### src/include/sac_pkg.sv
// constants, register map and field layout of the sar converter control block
// ----------------------------------------------------------------------------
// ----------------------------------------------------------------------------
package sac_pkg;
  // ------------------------------------------------------------------------
  // register byte addresses
  // ------------------------------------------------------------------------
  localparam logic [7:0] SAC_ADDR_CTRL0 = 8'h00;
  localparam logic [7:0] SAC_ADDR_CTRL1 = 8'h04;
  localparam logic [7:0] SAC_ADDR_RESH = 8'h08;
  localparam logic [7:0] SAC_ADDR_RESL = 8'h0c;
  localparam logic [7:0] SAC_ADDR_IRQ = 8'h10;
  // ------------------------------------------------------------------------
  // field positions
  // ------------------------------------------------------------------------
  localparam int SAC_C0_EN = 0;
  localparam int SAC_C0_GO = 1;
  localparam int SAC_C0_CHS_LO = 2;
  localparam int SAC_C1_PREF_LO = 0;
  localparam int SAC_C1_NREF = 2;
  localparam int SAC_C1_CS_LO = 4;
  localparam int SAC_C1_FMT = 7;
  localparam int SAC_IRQ_FLAG = 0;
  localparam int SAC_IRQ_IE = 1;
  localparam int SAC_IRQ_PE = 2;
  localparam int SAC_IRQ_GE = 3;
  // ------------------------------------------------------------------------
  // reset values and timing
  // ------------------------------------------------------------------------
  localparam logic [7:0] SAC_RST_BYTE = 8'h00;
  localparam int SAC_RES_BITS = 10;
  localparam logic [4:0] SAC_SETUP_HALF = 5'h04; // first decision half tick
  localparam logic [4:0] SAC_LAST_HALF = 5'h16; // 23rd half tick = 11.5 periods
  localparam logic [3:0] SAC_MSB_IDX = 4'h9;
  localparam logic [1:0] SAC_CS_RC = 2'h3; // low bits of conv_clock_select
  typedef enum logic [1:0] {SAC_IDLE, SAC_CONV} sac_state_type;
endpackage

### src/verilog/sac_control.sv
// sar converter control: wishbone registers, bit clock, conversion sequencer
`timescale 1ns/100ps
module sac_control (
  // clock and reset
  input wire logic clk_i,
  input wire logic resetn_i,
  // wishbone slave
  input wire logic wb_cyc_i,
  input wire logic wb_stb_i,
  input wire logic wb_we_i,
  input wire logic [7:0] wb_adr_i,
  input wire logic [3:0] wb_sel_i,
  input wire logic [31:0] wb_dat_i,
  output logic [31:0] wb_dat_o,
  output logic wb_ack_o,
  // cpu sleep and wake
  input wire logic sleep_i,
  output logic wake_o,
  output logic vector_o,
  // analog array
  input wire logic comp_i,
  input wire logic rc_clk_i,
  output logic [5:0] channel_select_o,
  output logic [1:0] positive_ref_select_o,
  output logic neg_ref_pin_o,
  output logic hold_o,
  output logic [9:0] trial_o
);
  import sac_pkg::*;

  // --------------------------------------------------------------------------
  // registers
  // --------------------------------------------------------------------------
  logic [7:0] ctrl0_reg;
  logic [7:0] ctrl1_reg;
  logic [7:0] resh_reg;
  logic [7:0] resl_reg;
  logic flag_reg, ie_reg, pe_reg, ge_reg;
  logic ack_reg;
  logic [31:0] rdat_reg;
  sac_state_type state_reg;
  logic [4:0] phase_reg;
  logic [3:0] bit_reg;
  logic [9:0] sar_reg;
  logic last_reg, any_dec_reg;
  logic [5:0] presc_reg;
  logic comp_s1, comp_s2, rc_s1, rc_s2, rc_s3;
  logic wake_reg, vector_reg;

  // decoded bus strobes; writes land the cycle ack is raised
  logic wr_en, wr_c0, wr_c1, wr_rh, wr_rl, wr_irq;
  assign wr_en = wb_cyc_i & wb_stb_i & wb_we_i & ~ack_reg & wb_sel_i[0];
  assign wr_c0 = wr_en & (wb_adr_i == SAC_ADDR_CTRL0);
  assign wr_c1 = wr_en & (wb_adr_i == SAC_ADDR_CTRL1);
  assign wr_rh = wr_en & (wb_adr_i == SAC_ADDR_RESH);
  assign wr_rl = wr_en & (wb_adr_i == SAC_ADDR_RESL);
  assign wr_irq = wr_en & (wb_adr_i == SAC_ADDR_IRQ);

  // --------------------------------------------------------------------------
  // synchronisers for the asynchronous comparator and rc oscillator
  // --------------------------------------------------------------------------
  always_ff @(posedge clk_i) begin
    if (!resetn_i) begin
      comp_s1 <= 1'b0;
      comp_s2 <= 1'b0;
      rc_s1 <= 1'b0;
      rc_s2 <= 1'b0;
      rc_s3 <= 1'b0;
    end else begin
      comp_s1 <= comp_i;
      comp_s2 <= comp_s1;
      rc_s1 <= rc_clk_i;
      rc_s2 <= rc_s1;
      rc_s3 <= rc_s2;
    end
  end

  // --------------------------------------------------------------------------
  // bit clock: half-period ticks
  // --------------------------------------------------------------------------
  logic rc_sel, half_tick, busy, done, abort_sw, abort_sleep;
  logic [5:0] half_len;
  assign rc_sel = (ctrl1_reg[SAC_C1_CS_LO +: 2] == SAC_CS_RC);
  assign busy = (state_reg == SAC_CONV);
  // divide ratio decode: half period = div/2 system clocks
  always_comb begin
    unique case (ctrl1_reg[SAC_C1_CS_LO +: 2])
      2'h0: half_len = 6'h01;
      2'h1: half_len = 6'h04;
      2'h2: half_len = 6'h10;
      default: half_len = 6'h01;
    endcase
    if (ctrl1_reg[SAC_C1_CS_LO + 2]) begin
      half_len = {half_len[4:0], 1'b0};
    end
  end
  // prescaler runs from the system clock, so it scales with it
  always_ff @(posedge clk_i) begin
    if (!resetn_i) begin
      presc_reg <= 6'h00;
    end else if (!busy || presc_reg == half_len - 6'h01) begin
      presc_reg <= 6'h00;
    end else begin
      presc_reg <= presc_reg + 6'h01;
    end
  end
  // every rc edge is one half period; otherwise the prescaler wrap
  assign half_tick = rc_sel ? (rc_s2 ^ rc_s3) : (busy && presc_reg == half_len - 6'h01);

  // --------------------------------------------------------------------------
  // conversion sequencer
  // --------------------------------------------------------------------------
  // without the rc clock, sleep kills the conversion with no result
  assign abort_sleep = busy & sleep_i & ~rc_sel;
  assign abort_sw = busy & wr_c0 & ~wb_dat_i[SAC_C0_GO];
  // last decision falls on the 23rd half tick
  assign done = busy & half_tick & (phase_reg == SAC_LAST_HALF) & ~abort_sleep & ~abort_sw;

  logic start;
  // start needs enable already on; the same write cannot turn both on
  assign start = ~busy & wr_c0 & wb_dat_i[SAC_C0_GO] & ctrl0_reg[SAC_C0_EN]
                 & wb_dat_i[SAC_C0_EN] & ~(sleep_i & ~rc_sel);

  logic decide;
  assign decide = half_tick & (phase_reg >= SAC_SETUP_HALF) & ~phase_reg[0];

  // successive approximation, one bit per bit period
  always_ff @(posedge clk_i) begin
    if (!resetn_i) begin
      state_reg <= SAC_IDLE;
      phase_reg <= 5'h00;
      bit_reg <= SAC_MSB_IDX;
      sar_reg <= 10'h000;
      last_reg <= 1'b0;
      any_dec_reg <= 1'b0;
    end else if (start) begin
      state_reg <= SAC_CONV;
      phase_reg <= 5'h00;
      bit_reg <= SAC_MSB_IDX;
      sar_reg <= 10'h200;
      any_dec_reg <= 1'b0;
    end else if (done || abort_sleep || abort_sw || !ctrl0_reg[SAC_C0_EN]) begin
      state_reg <= SAC_IDLE;
    end else if (busy && half_tick) begin
      phase_reg <= phase_reg + 5'h01;
      if (decide) begin
        sar_reg[bit_reg] <= comp_s2;
        if (bit_reg != 4'h0) begin
          sar_reg[bit_reg - 4'h1] <= 1'b1;
          bit_reg <= bit_reg - 4'h1;
        end
        last_reg <= comp_s2;
        any_dec_reg <= 1'b1;
      end
    end
  end

  // partial result: unconverted bits copy the last decided bit
  logic [9:0] part_res, final_res;
  genvar gi;
  generate
    for (gi = 0; gi < SAC_RES_BITS; gi++) begin : g_fill
      assign part_res[gi] = (4'(gi) > bit_reg) ? sar_reg[gi] : (last_reg & any_dec_reg);
    end
  endgenerate
  // completion result includes the final comparator decision on bit 0
  assign final_res = {sar_reg[9:1], comp_s2};

  // --------------------------------------------------------------------------
  // control registers
  // --------------------------------------------------------------------------
  always_ff @(posedge clk_i) begin
    if (!resetn_i) begin
      ctrl0_reg <= SAC_RST_BYTE;
      ctrl1_reg <= SAC_RST_BYTE;
    end else begin
      // channel in bits 7..2, start/done at bit 1, enable at bit 0
      if (wr_c0) begin
        ctrl0_reg <= wb_dat_i[7:0];
        ctrl0_reg[SAC_C0_GO] <= start | (busy & wb_dat_i[SAC_C0_GO]);
      end
      // start/done drops by hardware at end or abort
      if (done || abort_sleep || (busy && !ctrl0_reg[SAC_C0_EN])) begin
        ctrl0_reg[SAC_C0_GO] <= 1'b0;
      end
      if (wr_c1) begin
        ctrl1_reg <= wb_dat_i[7:0];
      end
    end
  end

  // result formatted when stored; software may also write the bytes
  always_ff @(posedge clk_i) begin
    if (!resetn_i) begin
      resh_reg <= SAC_RST_BYTE;
      resl_reg <= SAC_RST_BYTE;
    end else if (done || abort_sw) begin
      if (ctrl1_reg[SAC_C1_FMT]) begin
        resh_reg <= {6'h00, (done ? final_res[9:8] : part_res[9:8])};
        resl_reg <= done ? final_res[7:0] : part_res[7:0];
      end else begin
        resh_reg <= done ? final_res[9:2] : part_res[9:2];
        resl_reg <= {(done ? final_res[1:0] : part_res[1:0]), 6'h00};
      end
    end else begin
      if (wr_rh) begin
        resh_reg <= wb_dat_i[7:0];
      end
      if (wr_rl) begin
        resl_reg <= wb_dat_i[7:0];
      end
    end
  end

  // --------------------------------------------------------------------------
  // completion flag and interrupt enables
  // --------------------------------------------------------------------------
  always_ff @(posedge clk_i) begin
    if (!resetn_i) begin
      flag_reg <= 1'b0;
      ie_reg <= 1'b0;
      pe_reg <= 1'b0;
      ge_reg <= 1'b0;
    end else begin
      if (wr_irq) begin
        flag_reg <= wb_dat_i[SAC_IRQ_FLAG];
        ie_reg <= wb_dat_i[SAC_IRQ_IE];
        pe_reg <= wb_dat_i[SAC_IRQ_PE];
        ge_reg <= wb_dat_i[SAC_IRQ_GE];
      end
      // set on every completion; set beats a same-cycle clear
      if (done) begin
        flag_reg <= 1'b1;
      end
    end
  end

  // wake on flagged completion while asleep; vector needs all enables
  always_ff @(posedge clk_i) begin
    if (!resetn_i) begin
      wake_reg <= 1'b0;
      vector_reg <= 1'b0;
    end else begin
      wake_reg <= sleep_i & flag_reg & ie_reg;
      vector_reg <= flag_reg & ie_reg & pe_reg & ge_reg;
    end
  end

  // --------------------------------------------------------------------------
  // wishbone answer: one wait state, unmapped reads give zero
  // --------------------------------------------------------------------------
  always_ff @(posedge clk_i) begin
    if (!resetn_i) begin
      ack_reg <= 1'b0;
      rdat_reg <= 32'h0000_0000;
    end else begin
      ack_reg <= wb_cyc_i & wb_stb_i & ~ack_reg;
      unique case (wb_adr_i)
        SAC_ADDR_CTRL0: rdat_reg <= {24'h000000, ctrl0_reg};
        SAC_ADDR_CTRL1: rdat_reg <= {24'h000000, ctrl1_reg};
        SAC_ADDR_RESH: rdat_reg <= {24'h000000, resh_reg};
        SAC_ADDR_RESL: rdat_reg <= {24'h000000, resl_reg};
        SAC_ADDR_IRQ: rdat_reg <= {28'h0000000, ge_reg, pe_reg, ie_reg, flag_reg};
        default: rdat_reg <= 32'h0000_0000;
      endcase
    end
  end

  // --------------------------------------------------------------------------
  // outputs, all straight from flip-flops except hold_o, decoded from state_reg
  // --------------------------------------------------------------------------
  assign wb_ack_o = ack_reg;
  assign wb_dat_o = rdat_reg;
  assign wake_o = wake_reg;
  assign vector_o = vector_reg;
  assign channel_select_o = ctrl0_reg[SAC_C0_CHS_LO +: 6];
  // positive reference code passed to the reference mux
  assign positive_ref_select_o = ctrl1_reg[SAC_C1_PREF_LO +: 2];
  // negative reference: 1 selects the pin, 0 ground
  assign neg_ref_pin_o = ctrl1_reg[SAC_C1_NREF];
  assign hold_o = (state_reg == SAC_CONV);
  assign trial_o = sar_reg;

  logic [4:0] chk_ticks;
  always_ff @(posedge clk_i) begin
    if (!resetn_i || start) begin
      chk_ticks <= 5'h00;
    end else if (busy && half_tick && chk_ticks != 5'h1f) begin
      chk_ticks <= chk_ticks + 5'h01;
    end
  end
endmodule

### config.mk
export PLATFORM = sky130hd
export DESIGN_NAME = sac_control
export DESIGN_NICKNAME = d
export VERILOG_FILES = /design/src/include/sac_pkg.sv /design/src/verilog/sac_control.sv
export SDC_FILE = /design/constraint.sdc
export NUM_CORES = 1
export LEC_CHECK = 0
export ABC_AREA = 1
export BUFFER_PORTS_ARGS = -buffer_cell sky130_fd_sc_hd__buf_2
export CORE_ASPECT_RATIO = 0.6
export CORE_MARGIN = 8
export CORE_UTILIZATION = 40
export CTS_CLUSTER_DIAMETER = 60
export DETAILED_ROUTE_END_ITERATION = 10
export GPL_TIMING_DRIVEN = 0
export MAX_ROUTING_LAYER = met4
export PLACE_DENSITY = 0.6
export SETUP_SLACK_MARGIN = 0.1
export SYNTH_ARGS = -nofsm -noshare
export SYNTH_HDL_FRONTEND = slang
export SYNTH_SLANG_ARGS = --single-unit
### constraint.sdc
create_clock -name clk_i -period 2.9 [get_ports clk_i]
set_input_delay 0.29 -clock clk_i [delete_from_list [all_inputs] [get_ports clk_i]]
set_output_delay 0.29 -clock clk_i [all_outputs]
set_load 0.1 [all_outputs]
==> out/qor.txt <==
TritonCTS clock tree: built
Area Overhead vs Synth: 22.55%
Post-Synth XOR/XNOR Area: 0.9274%
crit path launch: ctrl1_reg[4]$_SDFFE_PN0P_
Ys Warns: 0
Initial Util: 41.38%
Reg2Reg Launch Point: ctrl1_reg[4]$_SDFFE_PN0P_
worst-margin pin slew: 1.246 ns
die width: 156.3 um
HP Class: in -> reg
ant diodes: 0
mux share of post-synthesis cell area: 0%
Post-synth EDFFs: 0
GR Overflow Total: 0
antenna-violating nets left: 0
hold_sp: rc_clk_i
Max Transition Viols Final: 0
max_cap viols: 0
Yosys reg bits: 80
adder and majority gate portion of the synthesized area: 3.445%
worst vdd ir: 0.0002496 V
WS Path Type: reg -> reg
Worst setup EP type: register
Critical Path AT: 2.88 ns
core area: 11,410 um^2
CP required: 3.13 ns
Pre-Repair DR Iteration Count: 6
final total power: 2.586 mW
RSZ-0062 raised after global routing: true
first-pass GRT wire length: 23.88 mm
PD cells: 446.8 nW/um^2
fraction of layout cells with a size suffix above 1: 24.11%
Total GRT Usage: 19.85%
Tcrit/Tclk final: 91.65%
clock sink total: 80
register area share after synthesis: 33.92%
initial antenna violation count: 0
number of placed I/O pins: 107
vias in the first global route: 4,404
Multi-input gate area: 2609 um^2
CTS Buf Count: 9
Mapped Avg Cell Area: 6.944 um^2
Avg WL per Cell: 15.78 um
worst hold slack: 0.1410 ns
GPL Wtd Cong: 0.9015
Max Clk Rate: 0.3762 GHz
routed wire length: 14.90 mm
Worst-Skew Late Latency: 0.34 ns
DRC: 0
count of different cell masters after synthesis: 47
outcome: complete, no violations
die area: 15,650 um^2
Nets: 845
initial DRC count: 400
# port buffers: 55
Final Hold Vio Count: 0
CP Max Fanout: 6
num rows: 30
FFs w/ async S/R, synth: 0%
die height: 100.2 um
setup TNS: 0 ns
pin count of the biggest net entering global routing: 14
Max Buffers Root-to-Sink: 2
dominant synthesized flop cell: dfxtp_1
CP Launch Type: register
post-synthesis simple-gate area fraction: 29.89%
Worst Skew: 0.005627 ns
Clock transition at path regs: 0.06 ns
max FFs per register: 10
DR vias/cell: 5.031
largest family of logic cells by synthesized area: simple AND/OR/NAND/NOR gates
Gate Count Post-Synth: 680
Netlist Area Pre-Place: 4722 um^2
P_leak: 2.798 nW
H-tree depth: 3
via count: 4,749
Period minus WS final: 2.658 ns
# setup viols final: 0
Final HPWL DP: 11.25 mm
Synth Area in Compound Gates: 17.14%
Fillers: 1,184
sequential cell area: 1608 um^2
Max-Slew Margin vs Limit: 16.23%
root buffer cell: clkbuf_16
-- report_power, final --
| group | leakage (nW) | total, mW | internal (mW) | switching, mW |
|---|---|---|---|---|
| Sequential | 0.647 | 1.10 | 1.10 | 0.00215 |
| Clock | 0.155 | 1.24 | 0.773 | 0.465 |
| Combinational | 2.00 | 0.244 | 0.0456 | 0.199 |
-- cell usage in the layout, fill, tap and decap left out, types with 3 or more instances in the layout --
cell | Yosys | layout
xor2_1 | 3 | 3
buf_6 | 6 | 6
o21ai_2 | 1 | 5
nand2_1 | 147 | 143
a31oi_1 | 4 | 4
nor3_1 | 4 | 4
o211ai_1 | 3 | 3
a211oi_1 | 4 | 4
nand4_1 | 7 | 7
inv_1 | 73 | 71
buf_4 | 32 | 42
buf_2 | 4 | 59
nand2_4 | 5 | 7
clkbuf_1 | 7 | 7
inv_2 | 10 | 11
nand3_1 | 27 | 26
o221ai_1 | 4 | 4
a21oi_1 | 36 | 36
conb_1 | 1 | 24
a221oi_1 | 6 | 6
nor2_8 | 3 | 3
clkinv_1 | 4 | 4
nor2_1 | 79 | 76
clkbuf_16 | 0 | 9
o21ai_1 | 20 | 16
dfxtp_1 | 80 | 77
nand3_2 | 2 | 3
nand2_2 | 11 | 12
o2bb2ai_1 | 4 | 4
ha_1 | 13 | 11
nor2_2 | 4 | 6
o21ai_0 | 54 | 54
-- worst paths after layout --
kind | endpoint | slack, ns | depth (start not counted)
max | trial_o[4]$_SDFFE_PP0P_ | 0.24 | 19
min | rc_s1$_SDFF_PN0_ | 0.14 | 3
max reg2reg | trial_o[4]$_SDFFE_PP0P_ | 0.24 | 19
min reg2reg | comp_s2$_SDFF_PN0_ | 0.43 | 2
-- synthesized netlist by cell type (2+ instances only) --
master | instances | area, um^2
nand4_1 | 7 | 43.79
a21oi_1 | 36 | 180.2
buf_6 | 6 | 67.56
or2_2 | 2 | 12.51
buf_4 | 32 | 240.2
clkinv_1 | 4 | 15.01
inv_1 | 73 | 274.0
dfxtp_1 | 80 | 1602
o2bb2ai_1 | 4 | 35.03
o221ai_1 | 4 | 35.03
a41oi_1 | 2 | 17.52
o21ai_1 | 20 | 100.1
nand3_4 | 2 | 35.03
xnor2_1 | 2 | 17.52
nand3_1 | 27 | 135.1
nand3_2 | 2 | 20.02
buf_2 | 4 | 20.02
nor4_2 | 2 | 25.02
inv_2 | 10 | 37.54
a31oi_1 | 4 | 25.02
nand2_2 | 11 | 68.82
a221oi_1 | 6 | 52.55
nor2_1 | 79 | 296.5
nor3_1 | 4 | 20.02
clkbuf_1 | 7 | 26.28
o211ai_1 | 3 | 22.52
nand2_4 | 5 | 56.30
nor3b_1 | 2 | 15.01
a211oi_1 | 4 | 30.03
nor2_2 | 4 | 25.02
nor2_8 | 3 | 60.06
ha_1 | 13 | 162.7
nand2_1 | 147 | 551.8
o21ai_0 | 54 | 270.3
xor2_1 | 3 | 26.28
-- through the flow --
stage	cells	utilization (%)	worst slack [ns]	instance area, um^2
floorplan	703	-	0.3419	4808
global placement	918	46.30	-0.02342	5284
detailed placement	918	46.30	-0.05827	5284
CTS	935	49.69	0.1147	5670
global route	944	50.71	0.05902	5787
finish	944	50.71	0.2421	5787
-- per-layer routing --
| metal | up-vias | share of wire [%] | GRT usage (%) |
|---|---|---|---|
| met4 | 0 | 0.78 | 4.776 |
| met2 | 195 | 37 | 25.63 |
| met5 | - | 0 | - |
| li1 | 2352 | - | - |
| met3 | 7 | 8.3 | 4.076 |
| met1 | 2195 | 54 | 30.00 |
-- worst max-delay path: stages (launching register included) --
cell      delay (ns)
dfxtp_4         0.35
inv_4           0.04
ha_4            0.29
nand2_4         0.06
ha_4            0.24
nand2_2         0.06
inv_2           0.03
nor2_2          0.08
nand2_1         0.06
nor2_2          0.12
nand2_2         0.08
nor2_4          0.12
nand3_2         0.11
nand2_4         0.13
nand4_1         0.17
nor2_4          0.22
clkbuf_4        0.22
nand2_1         0.06
nand2_1         0.06
a21oi_1         0.04
-- kinds of logic (layout without fill, tap and decap cells) --
group | after synthesis | count (layout)
AO/OA/AOI/OAI | 142 | 142
adder cells (fa/ha/maj) | 13 | 13
flip-flops | 80 | 80
other | 1 | 24
AND/OR/NAND/NOR | 302 | 302
buffers and inverters | 137 | 218
XOR/XNOR | 5 | 5
-- what timing repair did --
| action | CTS | global route |
|---|---|---|
| pin swaps | 4 | 13 |
| gates resized for setup | 9 | 20 |
| buffers inserted | 1 | 8 |
| gates cloned | 1 | 1 |
| hold buffers | 0 | 0 |
| setup endpoints to repair | 33 | 38 |
-- final cells by class --
class,count,share of cell area (%)
Inverter,88,5.838
Clock inverter,5,1.405
Multi-Input combinational cell,486,45.08
Timing Repair Buffer,66,6.184
Buffer,49,6.119
Tap cell,160,3.459
Sequential cell,80,27.78
Clock buffer,10,4.130
Note: power is estimated with default switching activity, not from simulation.
